## config.mk

```make
export PLATFORM = sky130hd
export DESIGN_NAME = chbr_halt_ctrl
export DESIGN_NICKNAME = d
export VERILOG_FILES = /design/src/chbr_pkg.sv /design/src/chbr_halt_ctrl.sv /design/src/chbr_int_latch.sv
export SDC_FILE = /design/constraint.sdc
export NUM_CORES = 1
export LEC_CHECK = 0
export BUFFER_PORTS_ARGS = -buffer_cell sky130_fd_sc_hd__clkbuf_2
export CORE_UTILIZATION = 54
export CTS_CLUSTER_SIZE = 20
export DETAILED_ROUTE_END_ITERATION = 12
export HOLD_SLACK_MARGIN = 0.02
export PLACE_DENSITY = 0.85
export SYNTH_ARGS = -nofsm -noshare
export SYNTH_HDL_FRONTEND = slang
export SYNTH_SLANG_ARGS = --single-unit
```

## constraint.sdc

```tcl
create_clock -name clock_i -period 4.4 [get_ports clock_i]
set_clock_uncertainty 0.1 [all_clocks]
set_input_delay 0.88 -clock clock_i [delete_from_list [all_inputs] [get_ports clock_i]]
set_output_delay 0.88 -clock clock_i [all_outputs]
set_load 0.02 [all_outputs]
```

## src/chbr_pkg.sv

```systemverilog
// Constants and types for the halt and bus-release controller.
// Assumes a single 25 MHz clock and phase strobes from the clock logic.

package chbr_pkg;

    // ------------------------------------------------------------------
    // Widths
    // ------------------------------------------------------------------
    localparam int ADDR_W = 16;
    localparam int DATA_W = 8;
    localparam int CNT_W = 4;

    // ------------------------------------------------------------------
    // Timing
    // ------------------------------------------------------------------
    localparam int CLK_PERIOD_NS = 40;
    // Halt request must be low this long after the phase-one lead
    localparam int HALT_WIN_NS = 100;
    // Longest time: round down, never below one cycle
    localparam int HALT_WIN_CYC_I = (HALT_WIN_NS / CLK_PERIOD_NS) < 1 ? 1 :
                                    (HALT_WIN_NS / CLK_PERIOD_NS);
    localparam logic [CNT_W-1:0] HALT_WIN_CYC = HALT_WIN_CYC_I[CNT_W-1:0];
    // Bus-released rise after the phase-two lead
    localparam int BA_RISE_NS = 470;
    localparam int BA_RISE_CYC = (BA_RISE_NS / CLK_PERIOD_NS) < 1 ? 1 :
                                 (BA_RISE_NS / CLK_PERIOD_NS);
    localparam logic [CNT_W-1:0] CNT_SAT = 4'hF;
    localparam logic [CNT_W-1:0] CNT_ZERO = 4'h0;
    localparam logic [CNT_W-1:0] CNT_ONE = 4'h1;

    // ------------------------------------------------------------------
    // Bus values
    // ------------------------------------------------------------------
    localparam logic [ADDR_W-1:0] RESET_VEC = 16'hFFFE;
    localparam logic [ADDR_W-1:0] ADDR_RST_VAL = 16'h0000;
    localparam logic [DATA_W-1:0] DATA_RST_VAL = 8'h00;
    localparam logic RW_READ = 1'b1;

    // ------------------------------------------------------------------
    // Types
    // ------------------------------------------------------------------
    typedef enum logic [1:0] {
        ST_RUN,
        ST_DRAIN,
        ST_HALT,
        ST_RST_HALT
    } chbr_state_e;

    typedef struct packed {
        chbr_state_e state;
        logic [CNT_W-1:0] win_cnt;
        logic in_last;
        logic halt_at_end;
        logic vec_pend;
        logic core_run;
        logic op_fetch;
        logic vec_fetch;
        logic ba;
        logic valid_memory_access;
        logic rw;
        logic rw_oe;
        logic [ADDR_W-1:0] addr;
        logic addr_oe;
        logic [DATA_W-1:0] data;
        logic data_oe;
    } chbr_regs_s;

    localparam chbr_regs_s REGS_RST = '{
        state: ST_RUN,
        win_cnt: CNT_SAT,
        in_last: 1'b0,
        halt_at_end: 1'b0,
        vec_pend: 1'b0,
        core_run: 1'b1,
        op_fetch: 1'b0,
        vec_fetch: 1'b0,
        ba: 1'b0,
        valid_memory_access: 1'b0,
        rw: RW_READ,
        rw_oe: 1'b0,
        addr: ADDR_RST_VAL,
        addr_oe: 1'b0,
        data: DATA_RST_VAL,
        data_oe: 1'b0
    };

endpackage : chbr_pkg

```

## src/chbr_halt_ctrl.sv

```systemverilog
// Halt and bus-release controller sitting between a core and the bus pins.
// Assumes one-cycle phase strobes and a core that flags its last cycle.
//
// Contract
// - Run request high runs, low halts
// - Bus released low running, high halted; bus_released_o is driven low while reset is held during halt
// - Released bus floats address, data, direction
// - Memory strobe held low while halted
// - Interrupts while halted latched, served after
// - Reset while halted drives reset vector
// - Vector fetched once run request returns
// - Halt only at instruction boundary
// - Request within 100 ns halts this instruction
// - Later request runs one more instruction
// - Bus released within 470 ns of phase two
// - Opcode fetch begins every instruction; op_fetch_o pulses only on leaving halt with no reset vector pending

`timescale 1ns/10ps

module chbr_halt_ctrl
    import chbr_pkg::*;
(
    // Clock and reset
    input wire logic clock_i,
    input wire logic nrst_i,
    // Processor clock phase strobes, one cycle at each leading edge
    input wire logic phase1_i,
    input wire logic phase2_i,
    // Control pins
    input wire logic run_req_n_i,
    input wire logic cpu_rst_n_i,
    input wire logic irq_n_i,
    input wire logic nmi_n_i,
    // Core side
    input wire logic core_instr_last_i,
    input wire logic [ADDR_W-1:0] core_addr_i,
    input wire logic [DATA_W-1:0] core_data_i,
    input wire logic core_data_oe_i,
    input wire logic core_rw_i,
    input wire logic core_valid_memory_access_i,
    input wire logic irq_ack_i,
    input wire logic nmi_ack_i,
    output logic core_run_o,
    output logic op_fetch_o,
    output logic vec_fetch_o,
    output logic irq_pend_o,
    output logic nmi_pend_o,
    // Bus pins
    output logic [ADDR_W-1:0] addr_o,
    output logic addr_oe_o,
    output logic [DATA_W-1:0] data_o,
    output logic data_oe_o,
    output logic rw_o,
    output logic rw_oe_o,
    output logic valid_memory_access_o,
    output logic bus_released_o
);

    // ------------------------------------------------------------------
    // State
    // ------------------------------------------------------------------
    chbr_regs_s cur_reg;
    chbr_regs_s cur_next;
    logic last_now;
    logic win_open;

    // ------------------------------------------------------------------
    // Interrupt latches
    // ------------------------------------------------------------------
    chbr_int_latch u_irq_latch (
        .clock_i(clock_i),
        .nrst_i(nrst_i),
        .req_n_i(irq_n_i),
        .ack_i(irq_ack_i),
        .pend_o(irq_pend_o)
    );

    chbr_int_latch u_nmi_latch (
        .clock_i(clock_i),
        .nrst_i(nrst_i),
        .req_n_i(nmi_n_i),
        .ack_i(nmi_ack_i),
        .pend_o(nmi_pend_o)
    );

    // ------------------------------------------------------------------
    // Next state
    // ------------------------------------------------------------------
    always_comb begin
        cur_next = cur_reg;
        cur_next.op_fetch = 1'b0;
        cur_next.vec_fetch = 1'b0;
        // Cycle currently under way is the last of its instruction
        last_now = phase1_i ? core_instr_last_i : cur_reg.in_last;
        // Sample window opens at the phase-one lead
        win_open = phase1_i || (cur_reg.win_cnt < HALT_WIN_CYC);
        if (phase1_i) begin
            cur_next.win_cnt = CNT_ZERO;
        end else if (cur_reg.win_cnt != CNT_SAT) begin
            cur_next.win_cnt = cur_reg.win_cnt + CNT_ONE;
        end
        case (cur_reg.state)
            ST_RUN: begin
                // Bus follows the core, one register late
                cur_next.addr = core_addr_i;
                cur_next.addr_oe = 1'b1;
                cur_next.data = core_data_i;
                cur_next.data_oe = core_data_oe_i;
                cur_next.rw = core_rw_i;
                cur_next.rw_oe = 1'b1;
                cur_next.valid_memory_access = core_valid_memory_access_i;
                cur_next.ba = 1'b0;
                cur_next.core_run = 1'b1;
                if (phase1_i && cur_reg.in_last && cur_reg.halt_at_end) begin
                    // Boundary reached: the next opcode fetch is withheld
                    cur_next.state = ST_DRAIN;
                    cur_next.core_run = 1'b0;
                    cur_next.valid_memory_access = 1'b0;
                    cur_next.in_last = 1'b0;
                    cur_next.halt_at_end = 1'b0;
                end else begin
                    if (phase1_i) begin
                        cur_next.in_last = core_instr_last_i;
                        cur_next.halt_at_end = 1'b0;
                    end
                    // Late request misses the window and waits a whole instruction
                    if (last_now && win_open && !run_req_n_i) begin
                        cur_next.halt_at_end = 1'b1;
                    end
                end
            end
            ST_DRAIN: begin
                cur_next.valid_memory_access = 1'b0;
                cur_next.core_run = 1'b0;
                if (phase2_i) begin
                    // Release one cycle after the phase-two lead, well inside the bound
                    cur_next.state = ST_HALT;
                    cur_next.ba = 1'b1;
                    cur_next.addr_oe = 1'b0;
                    cur_next.data_oe = 1'b0;
                    cur_next.rw_oe = 1'b0;
                end
            end
            ST_HALT: begin
                cur_next.valid_memory_access = 1'b0;
                cur_next.core_run = 1'b0;
                if (!cpu_rst_n_i) begin
                    cur_next.state = ST_RST_HALT;
                    cur_next.ba = 1'b0;
                    cur_next.addr = RESET_VEC;
                    cur_next.addr_oe = 1'b1;
                    cur_next.rw = RW_READ;
                    cur_next.rw_oe = 1'b1;
                    cur_next.data_oe = 1'b0;
                end else if (phase1_i && run_req_n_i) begin
                    // Pending interrupts are seen by the core from this fetch on
                    cur_next.state = ST_RUN;
                    cur_next.ba = 1'b0;
                    cur_next.core_run = 1'b1;
                    cur_next.addr_oe = 1'b1;
                    cur_next.rw_oe = 1'b1;
                    cur_next.op_fetch = !cur_reg.vec_pend;
                    cur_next.vec_fetch = cur_reg.vec_pend;
                    cur_next.vec_pend = 1'b0;
                    cur_next.in_last = 1'b0;
                    cur_next.halt_at_end = 1'b0;
                end
            end
            ST_RST_HALT: begin
                cur_next.valid_memory_access = 1'b0;
                cur_next.ba = 1'b0;
                cur_next.addr = RESET_VEC;
                cur_next.addr_oe = 1'b1;
                cur_next.rw = RW_READ;
                cur_next.rw_oe = 1'b1;
                cur_next.data_oe = 1'b0;
                cur_next.vec_pend = 1'b1;
                if (cpu_rst_n_i) begin
                    // Still halted after reset; release the bus again
                    cur_next.state = ST_HALT;
                    cur_next.ba = 1'b1;
                    cur_next.addr_oe = 1'b0;
                    cur_next.rw_oe = 1'b0;
                end
            end
            default: begin
                cur_next = REGS_RST;
            end
        endcase
    end

    always_ff @(posedge clock_i) begin
        if (!nrst_i) begin
            cur_reg <= REGS_RST;
        end else begin
            cur_reg <= cur_next;
        end
    end

    // ------------------------------------------------------------------
    // Outputs, all straight from the state register
    // ------------------------------------------------------------------
    assign core_run_o = cur_reg.core_run;
    assign op_fetch_o = cur_reg.op_fetch;
    assign vec_fetch_o = cur_reg.vec_fetch;
    assign addr_o = cur_reg.addr;
    assign addr_oe_o = cur_reg.addr_oe;
    assign data_o = cur_reg.data;
    assign data_oe_o = cur_reg.data_oe;
    assign rw_o = cur_reg.rw;
    assign rw_oe_o = cur_reg.rw_oe;
    assign valid_memory_access_o = cur_reg.valid_memory_access;
    assign bus_released_o = cur_reg.ba;

    // ------------------------------------------------------------------
    // Checks
    // ------------------------------------------------------------------
    localparam int chk_ba_max = BA_RISE_CYC;
endmodule // chbr_halt_ctrl

```

## src/chbr_int_latch.sv

```systemverilog
// Sticky latch for one active-low interrupt request.
// Assumes the core acknowledges with a one-cycle pulse when it services.

`timescale 1ns/10ps

module chbr_int_latch (
    // Clock and reset
    input wire logic clock_i,
    input wire logic nrst_i,
    // Request and acknowledge
    input wire logic req_n_i,
    input wire logic ack_i,
    // Pending flag
    output logic pend_o
);

    typedef struct packed {
        logic pend;
    } chbr_latch_s;

    chbr_latch_s cur_reg;
    chbr_latch_s cur_next;

    always_comb begin
        cur_next = cur_reg;
        // Request beats a same-cycle acknowledge, so nothing is lost
        if (!req_n_i) begin
            cur_next.pend = 1'b1;
        end else if (ack_i) begin
            cur_next.pend = 1'b0;
        end
    end

    always_ff @(posedge clock_i) begin
        if (!nrst_i) begin
            cur_reg <= '0;
        end else begin
            cur_reg <= cur_next;
        end
    end

    assign pend_o = cur_reg.pend;
endmodule // chbr_int_latch

```

==> results of run 1 <==
## area by class of cell
type | instances | area share, %
clock buffers | 6 | 3.436
well taps | 48 | 2.499
inverters | 3 | 0.4685
repair buffers | 72 | 14.99
flip-flops and latches | 43 | 35.81
multi-input cells | 135 | 41.33
clock inverters | 2 | 1.458
## layer usage
metal  track usage, %  wire (um)  up-vias
met2            33.07       1898       53
li1                 -          -      836
met5                0          0        -
met3            4.577        237        2
met4            6.111         16        0
met1            24.35       1860      771
## logic make-up after synthesis
kind of cell,synth area share [%]
adder cells (fa/ha/maj),4.681
XOR/XNOR,0.4097
AND/OR/NAND/NOR,19.78
multiplexers,7.021
flip-flops,40.26
AO/OA/AOI/OAI,14.57
buffers and inverters,13.28
## metrics by stage
step           hold WS, ns  instances  util (%)  total power [mW]  setup WS [ns]
2_1_floorplan       0.3038        221         -            0.7408          2.572
3_3_place_gp        0.3217        301     61.52            0.7761          2.177
3_5_place_dp        0.3214        301     61.52            0.7832          2.086
4_1_cts             0.3363        309     64.68             1.095          2.062
5_1_grt             0.3800        309     64.68             1.140          1.828
6_report            0.3392        309     64.68             1.088          2.087
## final timing paths
check / end / from / cells past startpoint / slack [ns]
min reg2reg: op_fetch_o / cur_reg[33] / 1 / 0.34
min: op_fetch_o / cur_reg[33] / 1 / 0.34
max reg2reg: addr_o[0] / cur_reg[40] / 5 / 2.09
max: addr_o[0] / cur_reg[40] / 5 / 2.09
## placed cells by master (no fill, tap or decap), types with 2 or more instances in the layout
cell       n
a21boi_0   3
a21oi_1    3
and3_1     2
clkbuf_2  72
clkbuf_8   6
dfxtp_1   43
ha_1       8
inv_1      3
mux2i_1   15
nand2_1    9
nand2b_1   7
nand3_1    9
nand4_1    3
nor2_1     7
nor2b_1   14
o211a_1   16
o21ai_0   10
or4_1     15
## cell usage after synthesis (3+ instances only)
library cell,n
ha_1,8
nand3_1,9
buf_6,3
o211a_1,16
nor2_1,7
nand2b_1,7
clkbuf_1,6
a21oi_1,3
nor2b_1,14
dfxtp_1,43
o21ai_0,10
buf_2,5
buf_4,25
a21boi_0,3
mux2i_1,15
or4_1,15
nand4_1,3
nand2_1,9
inv_1,3
## report_power, final
part	switching, mW	internal [mW]
Combinational	0.171	0.129
Clock	0.130	0.184
Sequential	0.0334	0.441
==> flow_summary.json, run 1 <==
{
  "drive_above_1_share_pct": 32.18,
  "area_growth_syn_to_layout_pct": 12.41,
  "track_usage_pct": 19.57,
  "ctsHoldBuffers": 0,
  "nets": 306,
  "place_area_um2": 2286,
  "cp_top_family": "compound AO/OA/AOI/OAI gates",
  "cp_cell_sequence": "inv_1, ha_1, a21oi_2, nand3_1, a21boi_0",
  "row_count": 22,
  "synth_cells": 221,
  "ys_seq_area_share_pct": 40.26,
  "gp_congestion": 0.7389,
  "grt_max_degree": 48,
  "syn_nets": 267,
  "hold_violations": 0,
  "grt_pass1_vias": 1516,
  "ir_drop_mv": 0.2582,
  "clk_path_buf_depth": 2,
  "cp-start-kind": "register",
  "synth_seq_cells": 43,
  "dieHeight_um": 64.93,
  "slowest_stage": "a21oi_2",
  "layout_min_cycle_time_ns": 2.313,
  "netlist.top_cell.by_area": "dfxtp_1",
  "postRouteAntennaNets": 0,
  "ys_types": 35,
  "path_max_fanout": 26,
  "fin_crit_sh_pct": 52.58,
  "drv_cap": 0,
  "dr.first_iter.drc_count": 97,
  "die_w_um": 64.93,
  "leakage_nw": 1.271,
  "core-area_um2": 3716,
  "grt_overflow": 0,
  "drc": 0,
  "synth_area_per_cell_um2": 9.676,
  "yosysWarnings": 0,
  "ios": 73,
  "wl_per_cell_um": 12.98,
  "post_cts_buffers": 0,
  "seqCellArea_um2": 860.8,
  "finalSetupViolCount": 0,
  "antenna_found_initial": 0,
  "post-route-cell-area_um2": 2404,
  "clk_latency_ns": 0.28,
  "path_buf_inv": 1,
  "clk_pin_slew_ns": 0.08,
  "ys.flop_type": "dfxtp_1",
  "end_kind": "register",
  "grt_first_pass_wirelength_um": 6513,
  "hp-class": "reg2reg",
  "nFillCells": 329,
  "relSlewSlack_pct": 45.89,
  "dieArea_um2": 4215,
  "vias": 1662,
  "netlist_area_um2": 2138,
  "dr.pass1.iters": 4,
  "timing.fmax_ghz": 0.4323,
  "cts_resized": 0,
  "synthArstFlopShare_pct": 0,
  "critical_path_arrival_ns": 2.43,
  "powerDensity_nw_per_um2": 452.5,
  "start_util_pct": 57.54,
  "cts_tree": "done",
  "synth_edf_count": 0,
  "status": "complete, no violations",
  "rsz0062_at_grt": "false",
  "cts.sinks": 43,
  "worst_path_largest_cell_delay_ns": 0.76,
  "tns_ns": 0,
  "io_buffers": 72,
  "largest_register_ffs": 16,
  "synth.area.top_cells": "dfxtp_1 (40%), buf_4 (8.8%), o211a_1 (7.5%)",
  "vias_per_cell": 5.379,
  "h-tree-depth": 2,
  "required_ns": 4.51,
  "tightest_slew_ns": 0.8117,
  "root_buffer": "clkbuf_8",
  "multiInputGateArea_um2": 993.5,
  "antenna_cells": 0,
  "synth.top_cell.area_share_pct": 40.26,
  "cts_buffers": 5,
  "drt-total-wl_um": 4012,
  "slew_violations": 0,
  "dp_hpwl_um": 2837,
  "criticalPathCategory": "reg2reg"
}
No activity file was read; power rests on OpenSTA's default activity.
==> run 2, diff against run 1 <==
--- a/config.mk
+++ b/config.mk
@@ -6,11 +6,11 @@
 export NUM_CORES = 1
 export LEC_CHECK = 0
 export BUFFER_PORTS_ARGS = -buffer_cell sky130_fd_sc_hd__clkbuf_2
-export CORE_UTILIZATION = 54
+export CORE_UTILIZATION = 50
 export CTS_CLUSTER_SIZE = 20
 export DETAILED_ROUTE_END_ITERATION = 12
 export HOLD_SLACK_MARGIN = 0.02
-export PLACE_DENSITY = 0.85
+export PLACE_DENSITY = 0.8
 export SYNTH_ARGS = -nofsm -noshare
 export SYNTH_HDL_FRONTEND = slang
 export SYNTH_SLANG_ARGS = --single-unit
==> constraint.sdc (replaced) <==
create_clock -name clock_i -period 2.25 [get_ports clock_i]
set_clock_uncertainty 0.1 [all_clocks]
set_input_delay 0.45 -clock clock_i [delete_from_list [all_inputs] [get_ports clock_i]]
set_output_delay 0.45 -clock clock_i [all_outputs]
set_load 0.02 [all_outputs]
==> run 2 against run 1 <==
  * Design area decreased by 0.47%
  * Combinational power is 99% higher
  * Highest routed layer unchanged
  * Maximum frequency grew 25%
  * Largest power group unchanged
  * Wire length about the same
  * Power is 83% higher
  * Critical path depth unchanged
  * Worst hold slack worse by 0.097 ns
  * First-iteration DRC count up 10%
  * Clock power increased by 49%
  * Sequential share of layout area up 0.17 points
  * Worst setup slack worse by 1.7 ns
==> flow_summary.json, run 2 (same netlist as run 1, synthesis figures left out) <==
{
  "gp_congestion": 0.7635,
  "rsz0062_at_grt": "false",
  "grt_overflow": 0,
  "layout_min_cycle_time_ns": 1.857,
  "slew_violations": 0,
  "hold_violations": 0,
  "drive_above_1_share_pct": 32.20,
  "drc": 0,
  "critical_path_arrival_ns": 1.94,
  "postRouteAntennaNets": 0,
  "drt-total-wl_um": 4011,
  "status": "complete, no violations",
  "dr.first_iter.drc_count": 107,
  "cp_top_family": "simple AND/OR/NAND/NOR gates",
  "slowest_stage": "or4_1",
  "leakage_nw": 1.266,
  "area_growth_syn_to_layout_pct": 11.88,
  "final_cell_mix": "clkbuf_2 (72), dfxtp_1 (43), o211a_1 (16)",
  "cts.sinks": 43,
  "required_ns": 2.33,
  "place_inst": 306,
  "final_cells": 314,
  "grt_pass1_vias": 1482,
  "antenna_cells": 0,
  "start_util_pct": 52.70,
  "worst_path_largest_cell_delay_ns": 0.51,
  "wl_per_cell_um": 12.77,
  "timing.fmax_ghz": 0.5384,
  "cts_buffers": 5,
  "dp_hpwl_um": 2806,
  "largest_register_ffs": 16,
  "h-tree-depth": 2,
  "tns_ns": 0,
  "clk_pin_slew_ns": 0.08,
  "cp-start-kind": "register",
  "cts_tree": "done",
  "path_max_fanout": 26,
  "relSlewSlack_pct": 46.25,
  "ctsHoldBuffers": 0,
  "antenna_found_initial": 0,
  "vias": 1684,
  "row_count": 23,
  "nets": 309,
  "final_common_cell": "clkbuf_2",
  "tightest_slew_ns": 0.8062,
  "finalWorstSetupSlack_ns": 0.3925,
  "path_buf_inv": 2,
  "root_buffer": "clkbuf_8",
  "die_w_um": 67.40,
  "cp_cell_sequence": "inv_1, ha_1, buf_4, or4_1, o211a_1",
  "criticalPathCategory": "reg2reg",
  "clk_latency_ns": 0.29,
  "core-area_um2": 4058,
  "post-place-ws_ns": 0.4078,
  "dr.pass1.iters": 4,
  "hp-class": "in2reg",
  "vias_per_cell": 5.363,
  "grt_first_pass_wirelength_um": 6299,
  "clk_path_buf_depth": 2,
  "track_usage_pct": 18.33,
  "cts_resized": 0,
  "fin_crit_sh_pct": 82.55,
  "io_buffers": 72,
  "powerDensity_nw_per_um2": 831.8,
  "ir_drop_mv": 0.4360,
  "dieArea_um2": 4542,
  "seqCellArea_um2": 860.8,
  "multiInputGateArea_um2": 993.5,
  "grt_max_degree": 48,
  "nFillCells": 374,
  "post_cts_buffers": 0,
  "drv_cap": 0,
  "dieHeight_um": 67.40,
  "finalSetupViolCount": 0,
  "end_kind": "register",
  "ios": 73
}
[run 2: cell count changes in the layout (fill, tap and decap cells not counted), sizes merged]
cell | previous run | this run
buf | 0 | 3
bufinv | 1 | 0
clkbuf | 78 | 79
[run 2: where the power goes]
group	leakage (nW)	switching (mW)	internal, mW	total [mW]
Combinational	0.867	0.335	0.261	0.596
Clock	0.0422	0.250	0.218	0.468
Sequential	0.357	0.0643	0.862	0.926
[run 2: worst register-to-register path, stage by stage, from the launching register on]
cell and delay [ns]:
dfxtp_1 0.44, inv_1 0.13, ha_1 0.22, buf_4 0.21, or4_1 0.51, o211a_1 0.14
[run 2: cell type report]
type,instances,area share [%]
Multi-Input combinational cell,135,41.53
Sequential cell,43,35.98
Timing Repair Buffer,75,16.00
Clock buffer,7,3.190
Tap cell,50,2.615
Inverter,3,0.4707
Clock inverter,1,0.2092
[run 2: final timing paths]
path	from	endpoint	slack, ns	cells after the start
min	irq_n_i	u_irq_latch.pend_o	0.24	2
max	cur_reg[40]	addr_o[10]	0.39	5
min reg2reg	cur_reg[33]	op_fetch_o	0.34	1
max reg2reg	cur_reg[40]	addr_o[10]	0.39	5
[run 2: through the flow]
step / hold WS (ns) / util, % / power (mW) / instance area [um^2]
floorplan: 0.3038 / - / 1.449 / 2138
global placement: 0.3211 / 56.95 / 1.529 / 2311
detailed placement: 0.3267 / 56.95 / 1.542 / 2311
CTS: 0.2426 / 58.96 / 2.010 / 2392
global route: 0.2495 / 58.96 / 2.102 / 2392
finish: 0.2417 / 58.96 / 1.990 / 2392
[run 2: routing by layer]
metal  track usage, %  up-vias  routed length [um]
met3            4.561        5                 234
met1            22.25      781                1821
met5                0        -                   0
li1                 -      850                   -
met4            8.511        0                  57
met2            30.25       48                1897
